===== config.mk =====
export PLATFORM = sky130hd
export DESIGN_NAME = tcrb_bank
export DESIGN_NICKNAME = d
export VERILOG_FILES = /design/src/hdl/tcrb_pkg.sv /design/src/hdl/tcrb_bank.sv /design/src/hdl/tcrb_prescale.sv
export VERILOG_INCLUDE_DIRS = /design/src /design/src/hdl
export SDC_FILE = /design/constraint.sdc
export NUM_CORES = 1
export LEC_CHECK = 0
export BUFFER_PORTS_ARGS = -buffer_cell sky130_fd_sc_hd__buf_2
export CAP_MARGIN = 30
export CELL_PAD_IN_SITES_DETAIL_PLACEMENT = 0
export CELL_PAD_IN_SITES_GLOBAL_PLACEMENT = 2
export CORE_UTILIZATION = 39
export CTS_CLUSTER_DIAMETER = 120
export DETAILED_ROUTE_END_ITERATION = 16
export GPL_TIMING_DRIVEN = 0
export PLACE_DENSITY = 0.87
export SYNTH_ARGS = -nofsm -noshare
export SYNTH_HDL_FRONTEND = slang
export SYNTH_SLANG_ARGS = --single-unit

===== constraint.sdc =====
create_clock -name clk -period 2.95 [get_ports clk]
set_input_delay 0.59 -clock clk [delete_from_list [all_inputs] [get_ports clk]]
set_output_delay 0.59 -clock clk [all_outputs]
set_load 0.01 [all_outputs]

===== src/hdl/tcrb_cfg.svh =====
`ifndef TCRB_CFG_SVH
`define TCRB_CFG_SVH
// ==========================================================
// Register offsets
`define TCRB_OFS_NCTL 4'h0
`define TCRB_OFS_CCTL 4'h1
`define TCRB_OFS_WCTL 4'h2
`define TCRB_OFS_RSVD 4'h3
`define TCRB_OFS_NHOLD_LO 4'h4
`define TCRB_OFS_NHOLD_HI 4'h5
`define TCRB_OFS_WHOLD_LO 4'h6
`define TCRB_OFS_WHOLD_HI 4'h7
`define TCRB_OFS_WCAP_LO 4'h8
`define TCRB_OFS_WCAP_HI 4'h9
`define TCRB_OFS_NCAP_LO 4'ha
`define TCRB_OFS_NCAP_HI 4'hb
`define TCRB_OFS_LOWBAT 4'hc
// ==========================================================
// Narrow timer control fields
`define TCRB_NCTL_RUN 7
`define TCRB_NCTL_SINGLE 6
`define TCRB_NCTL_TMO 5
`define TCRB_NCTL_PRE_HI 4
`define TCRB_NCTL_PRE_LO 3
`define TCRB_NCTL_CAPMSK 2
`define TCRB_NCTL_TMOMSK 1
`define TCRB_NCTL_ROUTE 0
// ==========================================================
// Common control and low battery fields
`define TCRB_CCTL_MODE 7
`define TCRB_CCTL_INSEL 6
`define TCRB_CCTL_EDGE_HI 5
`define TCRB_CCTL_EDGE_LO 4
`define TCRB_LOWBAT_EN 0
`define TCRB_LOWBAT_FLAG 1
// ==========================================================
// Reset values and edge codes
`define TCRB_RST_BYTE 8'h00
`define TCRB_RST_WORD 16'h0000
`define TCRB_CNT_TOP 8'hff
`define TCRB_EDGE_FALL 2'h0
`define TCRB_EDGE_RISE 2'h1
`define TCRB_EDGE_BOTH 2'h2
`endif


===== src/hdl/tcrb_pkg.sv =====
`default_nettype none
package tcrb_pkg;
  typedef logic [7:0] tcrb_byte_t;
  typedef enum logic {TCRB_LVL_LOW, TCRB_LVL_HIGH} tcrb_lvl_t;
endpackage
`default_nettype wire


===== src/hdl/tcrb_bank.sv =====
`timescale 1ns/1ps
`default_nettype none
`include "tcrb_cfg.svh"
module tcrb_bank
(
  // Clock and reset
  input wire logic clk,
  input wire logic nrst,
  input wire logic ce,
  // Register port
  input wire logic [3:0] reg_addr,
  input wire logic reg_wr,
  input wire logic [7:0] reg_wdata,
  output logic [7:0] reg_rdata,
  // Asynchronous pins
  input wire logic demod_pin_a,
  input wire logic demod_pin_b,
  input wire logic lowbat_sense,
  // Wide timer link
  input wire logic [15:0] wide_cap_value,
  input wire logic wide_cap_strobe,
  output logic [15:0] wide_hold,
  output logic [7:0] common_ctl,
  output logic [7:0] wide_ctl,
  // Pin routing
  input wire logic port_bit,
  output logic pin_out,
  output logic narrow_out,
  // Interrupt requests
  input wire logic int_five_enable,
  output logic int_five_req,
  output logic timeout_irq,
  output logic capture_irq
);
  tcrb_pkg::tcrb_byte_t ctl_reg, ctl_next, cctl_reg, cctl_next, wctl_reg, wctl_next;
  tcrb_pkg::tcrb_byte_t nhl_reg, nhl_next, nhh_reg, nhh_next, cnt_reg, cnt_next;
  tcrb_pkg::tcrb_byte_t ncl_reg, ncl_next, nch_reg, nch_next, rd_reg, rd_next;
  logic [15:0] wh_reg, wh_next, wc_reg, wc_next;
  tcrb_pkg::tcrb_lvl_t lvl_reg, lvl_next;
  logic lb_en_reg, lb_en_next, lb_flag_reg, lb_flag_next;
  logic pin_reg, pin_next, tirq_reg, tirq_next, cirq_reg, cirq_next;
  logic i5_reg, i5_next, dm_prev_reg, dm_prev_next;
  logic [2:0] sy1_reg, sy2_reg;
  logic tick, dm_now, rise, fall, edge_hit, term_evt, cap_evt, run;

  // ==========================================================
  // Pin synchronisers
  always_ff @(posedge clk or negedge nrst)
  begin
    if (!nrst)
    begin
      sy1_reg <= 3'h0;
      sy2_reg <= 3'h0;
    end
    else if (ce)
    begin
      sy1_reg <= {lowbat_sense, demod_pin_b, demod_pin_a};
      sy2_reg <= sy1_reg;
    end
  end

  // ==========================================================
  // Count clock divider
  tcrb_prescale u_pre
  (
    .clk(clk),
    .nrst(nrst),
    .ce(ce),
    .sel(ctl_reg[`TCRB_NCTL_PRE_HI:`TCRB_NCTL_PRE_LO]),
    .tick(tick)
  );

  // ==========================================================
  // Next-state logic
  always_comb
  begin
    ctl_next = ctl_reg;
    cctl_next = cctl_reg;
    wctl_next = wctl_reg;
    nhl_next = nhl_reg;
    nhh_next = nhh_reg;
    wh_next = wh_reg;
    cnt_next = cnt_reg;
    ncl_next = ncl_reg;
    nch_next = nch_reg;
    wc_next = wc_reg;
    lvl_next = lvl_reg;
    lb_en_next = lb_en_reg;
    run = ctl_reg[`TCRB_NCTL_RUN];
    dm_now = cctl_reg[`TCRB_CCTL_INSEL] ? sy2_reg[1] : sy2_reg[0];
    dm_prev_next = dm_now;
    rise = dm_now & ~dm_prev_reg;
    fall = ~dm_now & dm_prev_reg;
    unique case (cctl_reg[`TCRB_CCTL_EDGE_HI:`TCRB_CCTL_EDGE_LO])
      `TCRB_EDGE_FALL: edge_hit = fall;
      `TCRB_EDGE_RISE: edge_hit = rise;
      `TCRB_EDGE_BOTH: edge_hit = rise | fall;
      default: edge_hit = 1'b0;
    endcase
    term_evt = 1'b0;
    cap_evt = 1'b0;
    // Narrow timer
    if (run && cctl_reg[`TCRB_CCTL_MODE])
    begin
      if (edge_hit)
      begin
        cap_evt = 1'b1;
        cnt_next = `TCRB_RST_BYTE;
        if (fall)
          nch_next = cnt_reg;
        else
          ncl_next = cnt_reg;
      end
      else if (tick)
      begin
        cnt_next = cnt_reg + 8'h01;
        term_evt = (cnt_reg == `TCRB_CNT_TOP);
      end
    end
    else if (run && tick)
    begin
      if (cnt_reg == `TCRB_RST_BYTE)
      begin
        term_evt = 1'b1;
        unique case (lvl_reg)
          tcrb_pkg::TCRB_LVL_HIGH:
          begin
            lvl_next = tcrb_pkg::TCRB_LVL_LOW;
            cnt_next = nhl_reg;
          end
          tcrb_pkg::TCRB_LVL_LOW:
          begin
            lvl_next = tcrb_pkg::TCRB_LVL_HIGH;
            cnt_next = nhh_reg;
          end
        endcase
      end
      else
        cnt_next = cnt_reg - 8'h01;
    end
    if (term_evt && ctl_reg[`TCRB_NCTL_SINGLE])
      ctl_next[`TCRB_NCTL_RUN] = 1'b0;
    if (wide_cap_strobe)
      wc_next = wide_cap_value;
    // Register writes, capture locations take none
    if (reg_wr)
    begin
      case (reg_addr)
        `TCRB_OFS_NCTL:
        begin
          ctl_next = {reg_wdata[7:6], ctl_reg[5] & ~reg_wdata[5], reg_wdata[4:0]};
          if (reg_wdata[`TCRB_NCTL_RUN] && !run)
          begin
            cnt_next = cctl_reg[`TCRB_CCTL_MODE] ? `TCRB_RST_BYTE : nhh_reg;
            lvl_next = tcrb_pkg::TCRB_LVL_HIGH;
          end
        end
        `TCRB_OFS_CCTL: cctl_next = reg_wdata;
        `TCRB_OFS_WCTL: wctl_next = reg_wdata;
        `TCRB_OFS_NHOLD_LO: nhl_next = reg_wdata;
        `TCRB_OFS_NHOLD_HI: nhh_next = reg_wdata;
        `TCRB_OFS_WHOLD_LO: wh_next[7:0] = reg_wdata;
        `TCRB_OFS_WHOLD_HI: wh_next[15:8] = reg_wdata;
        `TCRB_OFS_LOWBAT: lb_en_next = reg_wdata[`TCRB_LOWBAT_EN];
        default: ;
      endcase
    end
    if (term_evt)
      ctl_next[`TCRB_NCTL_TMO] = 1'b1;
    lb_flag_next = lb_en_reg & sy2_reg[2];
    i5_next = lb_flag_next & int_five_enable;
    tirq_next = ctl_next[`TCRB_NCTL_TMO] & ctl_next[`TCRB_NCTL_TMOMSK];
    cirq_next = cap_evt & ctl_reg[`TCRB_NCTL_CAPMSK];
    pin_next = ctl_reg[`TCRB_NCTL_ROUTE] ? (lvl_reg == tcrb_pkg::TCRB_LVL_HIGH) : port_bit;
    // Read data, reserved and unmapped read zero
    case (reg_addr)
      `TCRB_OFS_NCTL: rd_next = ctl_reg;
      `TCRB_OFS_CCTL: rd_next = cctl_reg;
      `TCRB_OFS_WCTL: rd_next = wctl_reg;
      `TCRB_OFS_NHOLD_LO: rd_next = nhl_reg;
      `TCRB_OFS_NHOLD_HI: rd_next = nhh_reg;
      `TCRB_OFS_WHOLD_LO: rd_next = wh_reg[7:0];
      `TCRB_OFS_WHOLD_HI: rd_next = wh_reg[15:8];
      `TCRB_OFS_WCAP_LO: rd_next = wc_reg[7:0];
      `TCRB_OFS_WCAP_HI: rd_next = wc_reg[15:8];
      `TCRB_OFS_NCAP_LO: rd_next = ncl_reg;
      `TCRB_OFS_NCAP_HI: rd_next = nch_reg;
      `TCRB_OFS_LOWBAT: rd_next = {6'h00, lb_flag_reg, lb_en_reg};
      default: rd_next = `TCRB_RST_BYTE;
    endcase
  end

  // ==========================================================
  // State registers
  always_ff @(posedge clk or negedge nrst)
  begin
    if (!nrst)
    begin
      ctl_reg <= `TCRB_RST_BYTE;
      cctl_reg <= `TCRB_RST_BYTE;
      wctl_reg <= `TCRB_RST_BYTE;
      nhl_reg <= `TCRB_RST_BYTE;
      nhh_reg <= `TCRB_RST_BYTE;
      wh_reg <= `TCRB_RST_WORD;
      cnt_reg <= `TCRB_RST_BYTE;
      ncl_reg <= `TCRB_RST_BYTE;
      nch_reg <= `TCRB_RST_BYTE;
      wc_reg <= `TCRB_RST_WORD;
      rd_reg <= `TCRB_RST_BYTE;
      lvl_reg <= tcrb_pkg::TCRB_LVL_LOW;
      lb_en_reg <= 1'b0;
      lb_flag_reg <= 1'b0;
      dm_prev_reg <= 1'b0;
      pin_reg <= 1'b0;
      tirq_reg <= 1'b0;
      cirq_reg <= 1'b0;
      i5_reg <= 1'b0;
    end
    else if (ce)
    begin
      ctl_reg <= ctl_next;
      cctl_reg <= cctl_next;
      wctl_reg <= wctl_next;
      nhl_reg <= nhl_next;
      nhh_reg <= nhh_next;
      wh_reg <= wh_next;
      cnt_reg <= cnt_next;
      ncl_reg <= ncl_next;
      nch_reg <= nch_next;
      wc_reg <= wc_next;
      rd_reg <= rd_next;
      lvl_reg <= lvl_next;
      lb_en_reg <= lb_en_next;
      lb_flag_reg <= lb_flag_next;
      dm_prev_reg <= dm_prev_next;
      pin_reg <= pin_next;
      tirq_reg <= tirq_next;
      cirq_reg <= cirq_next;
      i5_reg <= i5_next;
    end
  end

  assign reg_rdata = rd_reg;
  assign wide_hold = wh_reg;
  assign common_ctl = cctl_reg;
  assign wide_ctl = wctl_reg;
  assign pin_out = pin_reg;
  assign narrow_out = (lvl_reg == tcrb_pkg::TCRB_LVL_HIGH);
  assign int_five_req = i5_reg;
  assign timeout_irq = tirq_reg;
  assign capture_irq = cirq_reg;
endmodule // tcrb_bank
`default_nettype wire


===== src/hdl/tcrb_prescale.sv =====
`timescale 1ns/1ps
`default_nettype none
module tcrb_prescale
(
  // Clock and reset
  input wire logic clk,
  input wire logic nrst,
  input wire logic ce,
  // Divider select and tick
  input wire logic [1:0] sel,
  output logic tick
);
  logic [2:0] div_reg;
  logic [2:0] div_next;

  // ==========================================================
  // Free-running divider
  always_comb
  begin
    div_next = div_reg + 3'h1;
  end

  always_ff @(posedge clk or negedge nrst)
  begin
    if (!nrst)
      div_reg <= 3'h0;
    else if (ce)
      div_reg <= div_next;
  end

  // Free-running phase gives a short first period
  always_comb
  begin
    unique case (sel)
      2'h0: tick = 1'b1;
      2'h1: tick = div_reg[0];
      2'h2: tick = &div_reg[1:0];
      2'h3: tick = &div_reg;
    endcase
  end
endmodule // tcrb_prescale
`default_nettype wire


==> results_dict.tcl, run 1 <==
set metrics [dict create \
    run_status "finished, final reports clean" \
    grt_antenna_before_repair 0 \
    antenna_cells 0 \
    clkLatencyLatePin_ps 430 \
    number_of_setup_buffers_added_after_cts 0 \
    timing.critical_path.arrival_ps 3030 \
    drt_wl_total_mm 20.91 \
    placeable_core_region_sq_um 16520 \
    maxSlewHeadroom_pct 47.57 \
    slew_violations 0 \
    share_comb_of_total_power_pct 28.1 \
    crit_path_class "register to register" \
    async_flop_share_pct 100.0 \
    tritoncts "done" \
    grt_setup_unrepaired "false" \
    netlist_area_sq_um 6558 \
    cp-end-kind "register" \
    final.setup_skew_ps 7.923 \
    route.detailed.wl_per_inst_um 23.26 \
    numCtsBuffers 17 \
    worst_hold_path_type "primary input to async pin" \
    first_pass_iters 5 \
    cp_data_required_time_ps 3260 \
    layout-area-overhead-vs-synth_pct 19.42 \
    num_rows 47 \
    yosysWarnings 0 \
    grt_overflow_total 0 \
    fin_area_sq_um 7831 \
    cellLeakagePower_nw 3.452 \
    vias 5288 \
    synthDistinctLibCells 75 \
    cap_violations 0 \
    finish.net_count 711 \
    ys_seq_elements 121 \
    htree_levels 4 \
    start_util_pct 39.68 \
    critPathMaxFanout 10 \
    post_synth_inst_count 567 \
    layout_cell_share_with_drive_strength_beyond_1_pct 38.59 \
    hold_violations 0 \
    fp.dieH_um 131.7 \
    power_switching_share_pct 35.29 \
    syn-num-nets 612 \
    horizontal_extent_of_the_die_um 131.7 \
    grtUsageMet3_pct 6.404 \
    placed_cells 867 \
    drtIter0Drc 623 \
    clock_power_share_pct 32.6 \
    cts.sink_count 121 \
    postRouteAntennaNets 0 \
    min_period_over_period_pct 92.28 \
    cell_area_placed_sq_um 7262 \
    post_cts_resized 0 \
    setup_viol 0 \
    grt_util_all_layers_pct 25.02 \
    fin_total_pwr_w 0.006144 \
    max_fclk_mhz 367.3 \
    hpwl_mm 15.48 \
    via_per_inst 5.882 \
    globalRoute.busiestLayer "met2" \
    power.density_nw_per_um2 784.5 \
    worst_slew_pin_slew_ps 764.6 \
    r2r.worst_path.cells 8 \
    global_route_wire_length_before_repair_mm 32.01 \
    use_met1_pct 34.29 \
    switchingPower_w 0.002168 \
    cts.path.max_buffers 2 \
    path_clk_slew_ps 60 \
    synth_enable_flop_cells 0 \
    ctsHoldBuffers 0 \
    hold_slack_ps 53.29 \
    pin_count 83 \
    root_buffer_master "sky130_fd_sc_hd__clkbuf_16" \
    gp_routability_congestion 0.8711 \
    yosysSeqAreaShare_pct 46.17 \
    internal_power_w 0.003975 \
    drc_errors 0 \
    post_synth.cell_area_avg_sq_um 11.57 \
    portBuffers 79 \
    postSynth.topFlopCell "sky130_fd_sc_hd__dfrtp_1" \
    dieArea_sq_um 17340 \
    finalNonFillerCells 899 \
    timing.final.crit_period_ps 2722 \
    groute.layer.met2.usage_pct 38.77 \
    grt_max_degree 86 \
    worst_setup_path_start_kind "register" \
    max-vdd-ir-drop_mv 0.4754 \
    seqPwrFrac_pct 39.3 \
    grt_pass1_vias 5313 \
]
==> metrics by stage <==
step	utilization [%]	setup TNS, ps	setup slack (ps)
after floorplan	-	0	655.0
after global placement	43.74	-20080	-180.4
after detailed placement	43.95	0	273.7
after CTS	47.39	0	224.3
after global routing	47.39	0	36.92
final	47.39	0	227.7
==> cell type report <==
| type | instances | area [sq um] |
|---|---|---|
| clock inverters | 15 | 143.9 |
| plain buffers | 40 | 198.9 |
| fillers | 1568 | 8693 |
| inverters | 18 | 67.56 |
| flip-flops and latches | 121 | 3028 |
| clock buffers | 17 | 425.4 |
| repair buffers | 80 | 429.2 |
| multi-input cells | 388 | 3263 |
| well taps | 220 | 275.3 |
==> cell usage in the layout, fill, tap and decap left out, types with 6 or more instances in the layout <==
cell type and instances:
sky130_fd_sc_hd__clkbuf_1 14, sky130_fd_sc_hd__ha_1 7, sky130_fd_sc_hd__o2bb2ai_1 8, sky130_fd_sc_hd__nand2_1 31
sky130_fd_sc_hd__clkbuf_16 17, sky130_fd_sc_hd__dfrtp_1 121, sky130_fd_sc_hd__a22oi_1 6, sky130_fd_sc_hd__o21ai_0 23
sky130_fd_sc_hd__a21oi_1 26, sky130_fd_sc_hd__mux2_2 99, sky130_fd_sc_hd__nor2b_1 6, sky130_fd_sc_hd__buf_2 99
sky130_fd_sc_hd__nor2_1 23, sky130_fd_sc_hd__a221oi_1 7, sky130_fd_sc_hd__nor3_1 7, sky130_fd_sc_hd__mux2i_1 20
sky130_fd_sc_hd__mux4_2 6, sky130_fd_sc_hd__inv_1 17, sky130_fd_sc_hd__nand3_1 14, sky130_fd_sc_hd__nand4_1 9
==> metal layers <==
layer	vias to the layer above	wire, um
met5	-	0
met4	0	323
met3	29	1516
met2	209	9888
met1	2716	9184
li1	2334	-
==> power groups by stage <==
| stage | logic (W) | clock network (W) | registers, W |
|---|---|---|---|
| 3_3_place_gp | 0.00166 | 0 | 0.00242 |
| 5_1_grt | 0.00187 | 0.00210 | 0.00246 |
| 3_5_place_dp | 0.00170 | 0 | 0.00244 |
| 4_1_cts | 0.00172 | 0.00202 | 0.00241 |
| 6_report | 0.00172 | 0.00200 | 0.00242 |
| 2_1_floorplan | 0.00112 | 0 | 0.00233 |
==> path summary, 6_finish.rpt <==
kind | start | end | slack (ps)
min in group clk | wide_cap_value[9] | wc_reg[9] | 390
worst min-delay path | nrst | wc_reg[14] | 50
worst max-delay path | common_ctl[6] | nch_reg[5] | 230
worst max register to register | common_ctl[6] | nch_reg[5] | 230
worst min register to register | reg_rdata[2] | reg_rdata[2] | 470
max in group asynchronous | nrst | nhl_reg[5] | 2140
==> worst max-delay path, stage by stage, from the launching register on <==
cell	delay [ps]
sky130_fd_sc_hd__dfrtp_1	470
sky130_fd_sc_hd__mux2i_1	320
sky130_fd_sc_hd__inv_1	90
sky130_fd_sc_hd__ha_1	270
sky130_fd_sc_hd__or3b_1	390
sky130_fd_sc_hd__o21ai_2	160
sky130_fd_sc_hd__nand4_1	280
sky130_fd_sc_hd__buf_2	280
sky130_fd_sc_hd__mux2_1	320
==> cells by family (layout without fill, tap and decap cells) <==
logic type,Yosys count,after routing,synth area share (%)
AOI/OAI and AO/OA,129,129,14.44
muxes,126,126,22.29
DFF,121,121,46.17
and+or+nand+nor,121,121,11.03
buffers and inverters,58,170,4.064
adders and majority gates,7,7,1.336
xor gates and xnor gates,5,5,0.6679
==> cell usage after synthesis (all sizes together) (9+ instances only) <==
library cell  instances  area, sq um
o21ai                25        128.9
buf                  26        146.4
nor2                 25        103.9
dfrtp               121         3028
inv                  17        63.81
clkbuf               14        52.55
nand4                 9        56.30
nand2                31        116.4
nand3                15        87.59
mux2i                20        200.2
mux2                100         1126
a21oi                26        130.1
Note: power is estimated with default switching activity, not from simulation.
==> run 2, diff against run 1 <==
--- a/config.mk
+++ b/config.mk
@@ -14,7 +14,7 @@
 export CTS_CLUSTER_DIAMETER = 120
 export DETAILED_ROUTE_END_ITERATION = 16
 export GPL_TIMING_DRIVEN = 0
-export PLACE_DENSITY = 0.87
+export PLACE_DENSITY_LB_ADDON = 0.1
 export SYNTH_ARGS = -nofsm -noshare
 export SYNTH_HDL_FRONTEND = slang
 export SYNTH_SLANG_ARGS = --single-unit
==> run 2 against run 1 <==
  * Total power is 1.5% higher
  * Fmax down 0.16%
  * Sequential power about the same
  * Flip-flop and latch count stayed put
  * Die area unchanged
  * Clock skew decreased by 2.1 ps
  * Design area is 0.32% higher
  * Worst hold slack improved by 91 ps
  * Sequential share of layout area down 0.12 points
  * Clock power up 5%
  * Combinational power about the same
  * Core utilization is 0.15 points higher
==> results_dict.tcl, run 2 (same netlist as run 1, synthesis figures left out) <==
set metrics [dict create \
    run_status "finished, final reports clean" \
    timing.critical_path.arrival_ps 3030 \
    grt_overflow_total 0 \
    postRouteAntennaNets 0 \
    drc_errors 0 \
    grt_antenna_before_repair 0 \
    htree_levels 4 \
    global_route_wire_length_before_repair_mm 33.22 \
    most_used_cells_in_the_layout_excluding_fill_and_tap_cells "sky130_fd_sc_hd__dfrtp_1 (121), sky130_fd_sc_hd__buf_2 (99), sky130_fd_sc_hd__mux2_2 (99)" \
    antenna_cells 0 \
    crit_path_class "register to register" \
    setup_viol 0 \
    route.detailed.wl_per_inst_um 23.90 \
    root_buffer_master "sky130_fd_sc_hd__clkbuf_16" \
    placeable_core_region_sq_um 16520 \
    pin_count 83 \
    tritoncts "done" \
    layout-area-overhead-vs-synth_pct 19.81 \
    num-fill-cells 1582 \
    final.setup_skew_ps 5.860 \
    max-vdd-ir-drop_mv 0.4449 \
    grt_setup_unrepaired "false" \
    number_of_setup_buffers_added_after_cts 0 \
    gp_routability_congestion 0.8694 \
    fp.dieH_um 131.7 \
    start_util_pct 39.68 \
    path_clk_slew_ps 60 \
    register_area_sq_um 3028 \
    path_cells "mux2i_1 > inv_1 > ha_1 > or3b_1 > o21ai_2 > nand3_1 > nor2_4 > mux2_2" \
    worst_slew_pin_slew_ps 884.4 \
    drtIter0Drc 488 \
    dieArea_sq_um 17340 \
    layout_cell_share_with_drive_strength_beyond_1_pct 38.59 \
    maxSlewHeadroom_pct 40.87 \
    grt_util_all_layers_pct 26.02 \
    min_period_over_period_pct 92.43 \
    multi_input_area_sq_um 3263 \
    dp_worst_setup_slack_ps 177.7 \
    first_pass_iters 5 \
    ff2ff_setup_slack_ps 220 \
    cellLeakagePower_nw 3.466 \
    finish.net_count 711 \
    max_fclk_mhz 366.7 \
    timing.final.crit_period_ps 2727 \
    post_cts_resized 0 \
    via_per_inst 5.870 \
    power.density_nw_per_um2 793.7 \
    crit_path_top_delay_cell "sky130_fd_sc_hd__dfrtp_1" \
    vias 5277 \
    cp_data_required_time_ps 3250 \
    cap_violations 0 \
    ctsHoldBuffers 0 \
    portBuffers 79 \
    r2r.worst_path.cells 8 \
    worst_hold_path_type "primary input to async pin" \
    clkLatencyLatePin_ps 420 \
    slew_violations 0 \
    numCtsBuffers 17 \
    crit-reg2reg-capture "ncl_reg[5]" \
    crit_path_max_incr_delay_ps 510 \
    cts.path.max_buffers 2 \
    setup-tns-final_ps 0 \
    cts.sink_count 121 \
    critPathMaxFanout 8 \
    num_rows 47 \
    reg2reg_from "common_ctl[6]" \
    cp-end-kind "register" \
    drt_wl_total_mm 21.49 \
    horizontal_extent_of_the_die_um 131.7 \
    hold_violations 0 \
    commonest_non_fill_non_tap_cell_in_the_layout "sky130_fd_sc_hd__dfrtp_1" \
    layout_setup_ws_ps 223.2 \
    grt_max_degree 63 \
    worst_setup_path_start_kind "register" \
    grt_pass1_vias 5252 \
    hpwl_mm 15.94 \
]
run 2: changes by cell type in the layout (fill, tap and decap cells not counted), sizes merged:
cell    previous run  this run
clkinv             6         5
clkbuf            31        33
inv               23        21
bufinv             1         2
run 2: metal layers:
metal | vias to the layer above | share of wire (%) | GRT usage, %
li1 | 2346 | - | -
met1 | 2696 | 45 | 36.02
met2 | 204 | 47 | 40.68
met3 | 31 | 5.7 | 5.363
met4 | 0 | 2.2 | 8.204
met5 | - | 0 | 0
run 2: cell type report:
class                   instances  area share [%]
multi-input cells             388           41.54
flip-flops and latches        121           38.54
clock buffers                  19           5.765
repair buffers                 80           5.463
well taps                     220           3.504
plain buffers                  40           2.532
clock inverters                13           1.800
inverters                      18          0.8600
run 2: worst max path at each step:
stage / start / cells after the start / endpoint / slack [ps]
final: common_ctl[6] / 8 / ncl_reg[5] / 220
after global routing: common_ctl[6] / 8 / nch_reg[5] / 60
after CTS: common_ctl[6] / 8 / ncl_reg[5] / 220
after detailed placement: reg_addr[0] / 5 / common_ctl[0] / 180
after global placement: nrst / 1 / wide_hold[3] / -280
after floorplan: common_ctl[6] / 8 / ncl_reg[0] / 660
run 2: through the flow:
step	cells	total power [W]	hold slack (ps)	cell area [sq um]	utilization [%]
3_5_place_dp	867	0.004137	471.5	7262	43.95
3_3_place_gp	866	0.004095	465.2	7228	43.74
5_1_grt	899	0.006548	186.4	7856	47.54
2_1_floorplan	567	0.003454	294.4	6558	-
4_1_cts	899	0.006269	171.5	7856	47.54
6_report	899	0.006235	144.0	7856	47.54
run 2: power breakdown:
| group | internal (W) | leakage (nW) | switching [W] | total, W |
|---|---|---|---|---|
| logic | 0.000755 | 1.67 | 0.000955 | 0.00171 |
| registers | 0.00205 | 1.51 | 0.000368 | 0.00241 |
| clock network | 0.00129 | 0.287 | 0.000817 | 0.00211 |
run 2: critical path, delay by kind of cell (launching register included):
family                   cells  cell delay (ps)
AND/OR/NAND/NOR              3              860
multiplexers                 2              690
flip-flops                   1              510
adder cells (fa/ha/maj)      1              280
AO/OA/AOI/OAI                1              180
buffers and inverters        1               80
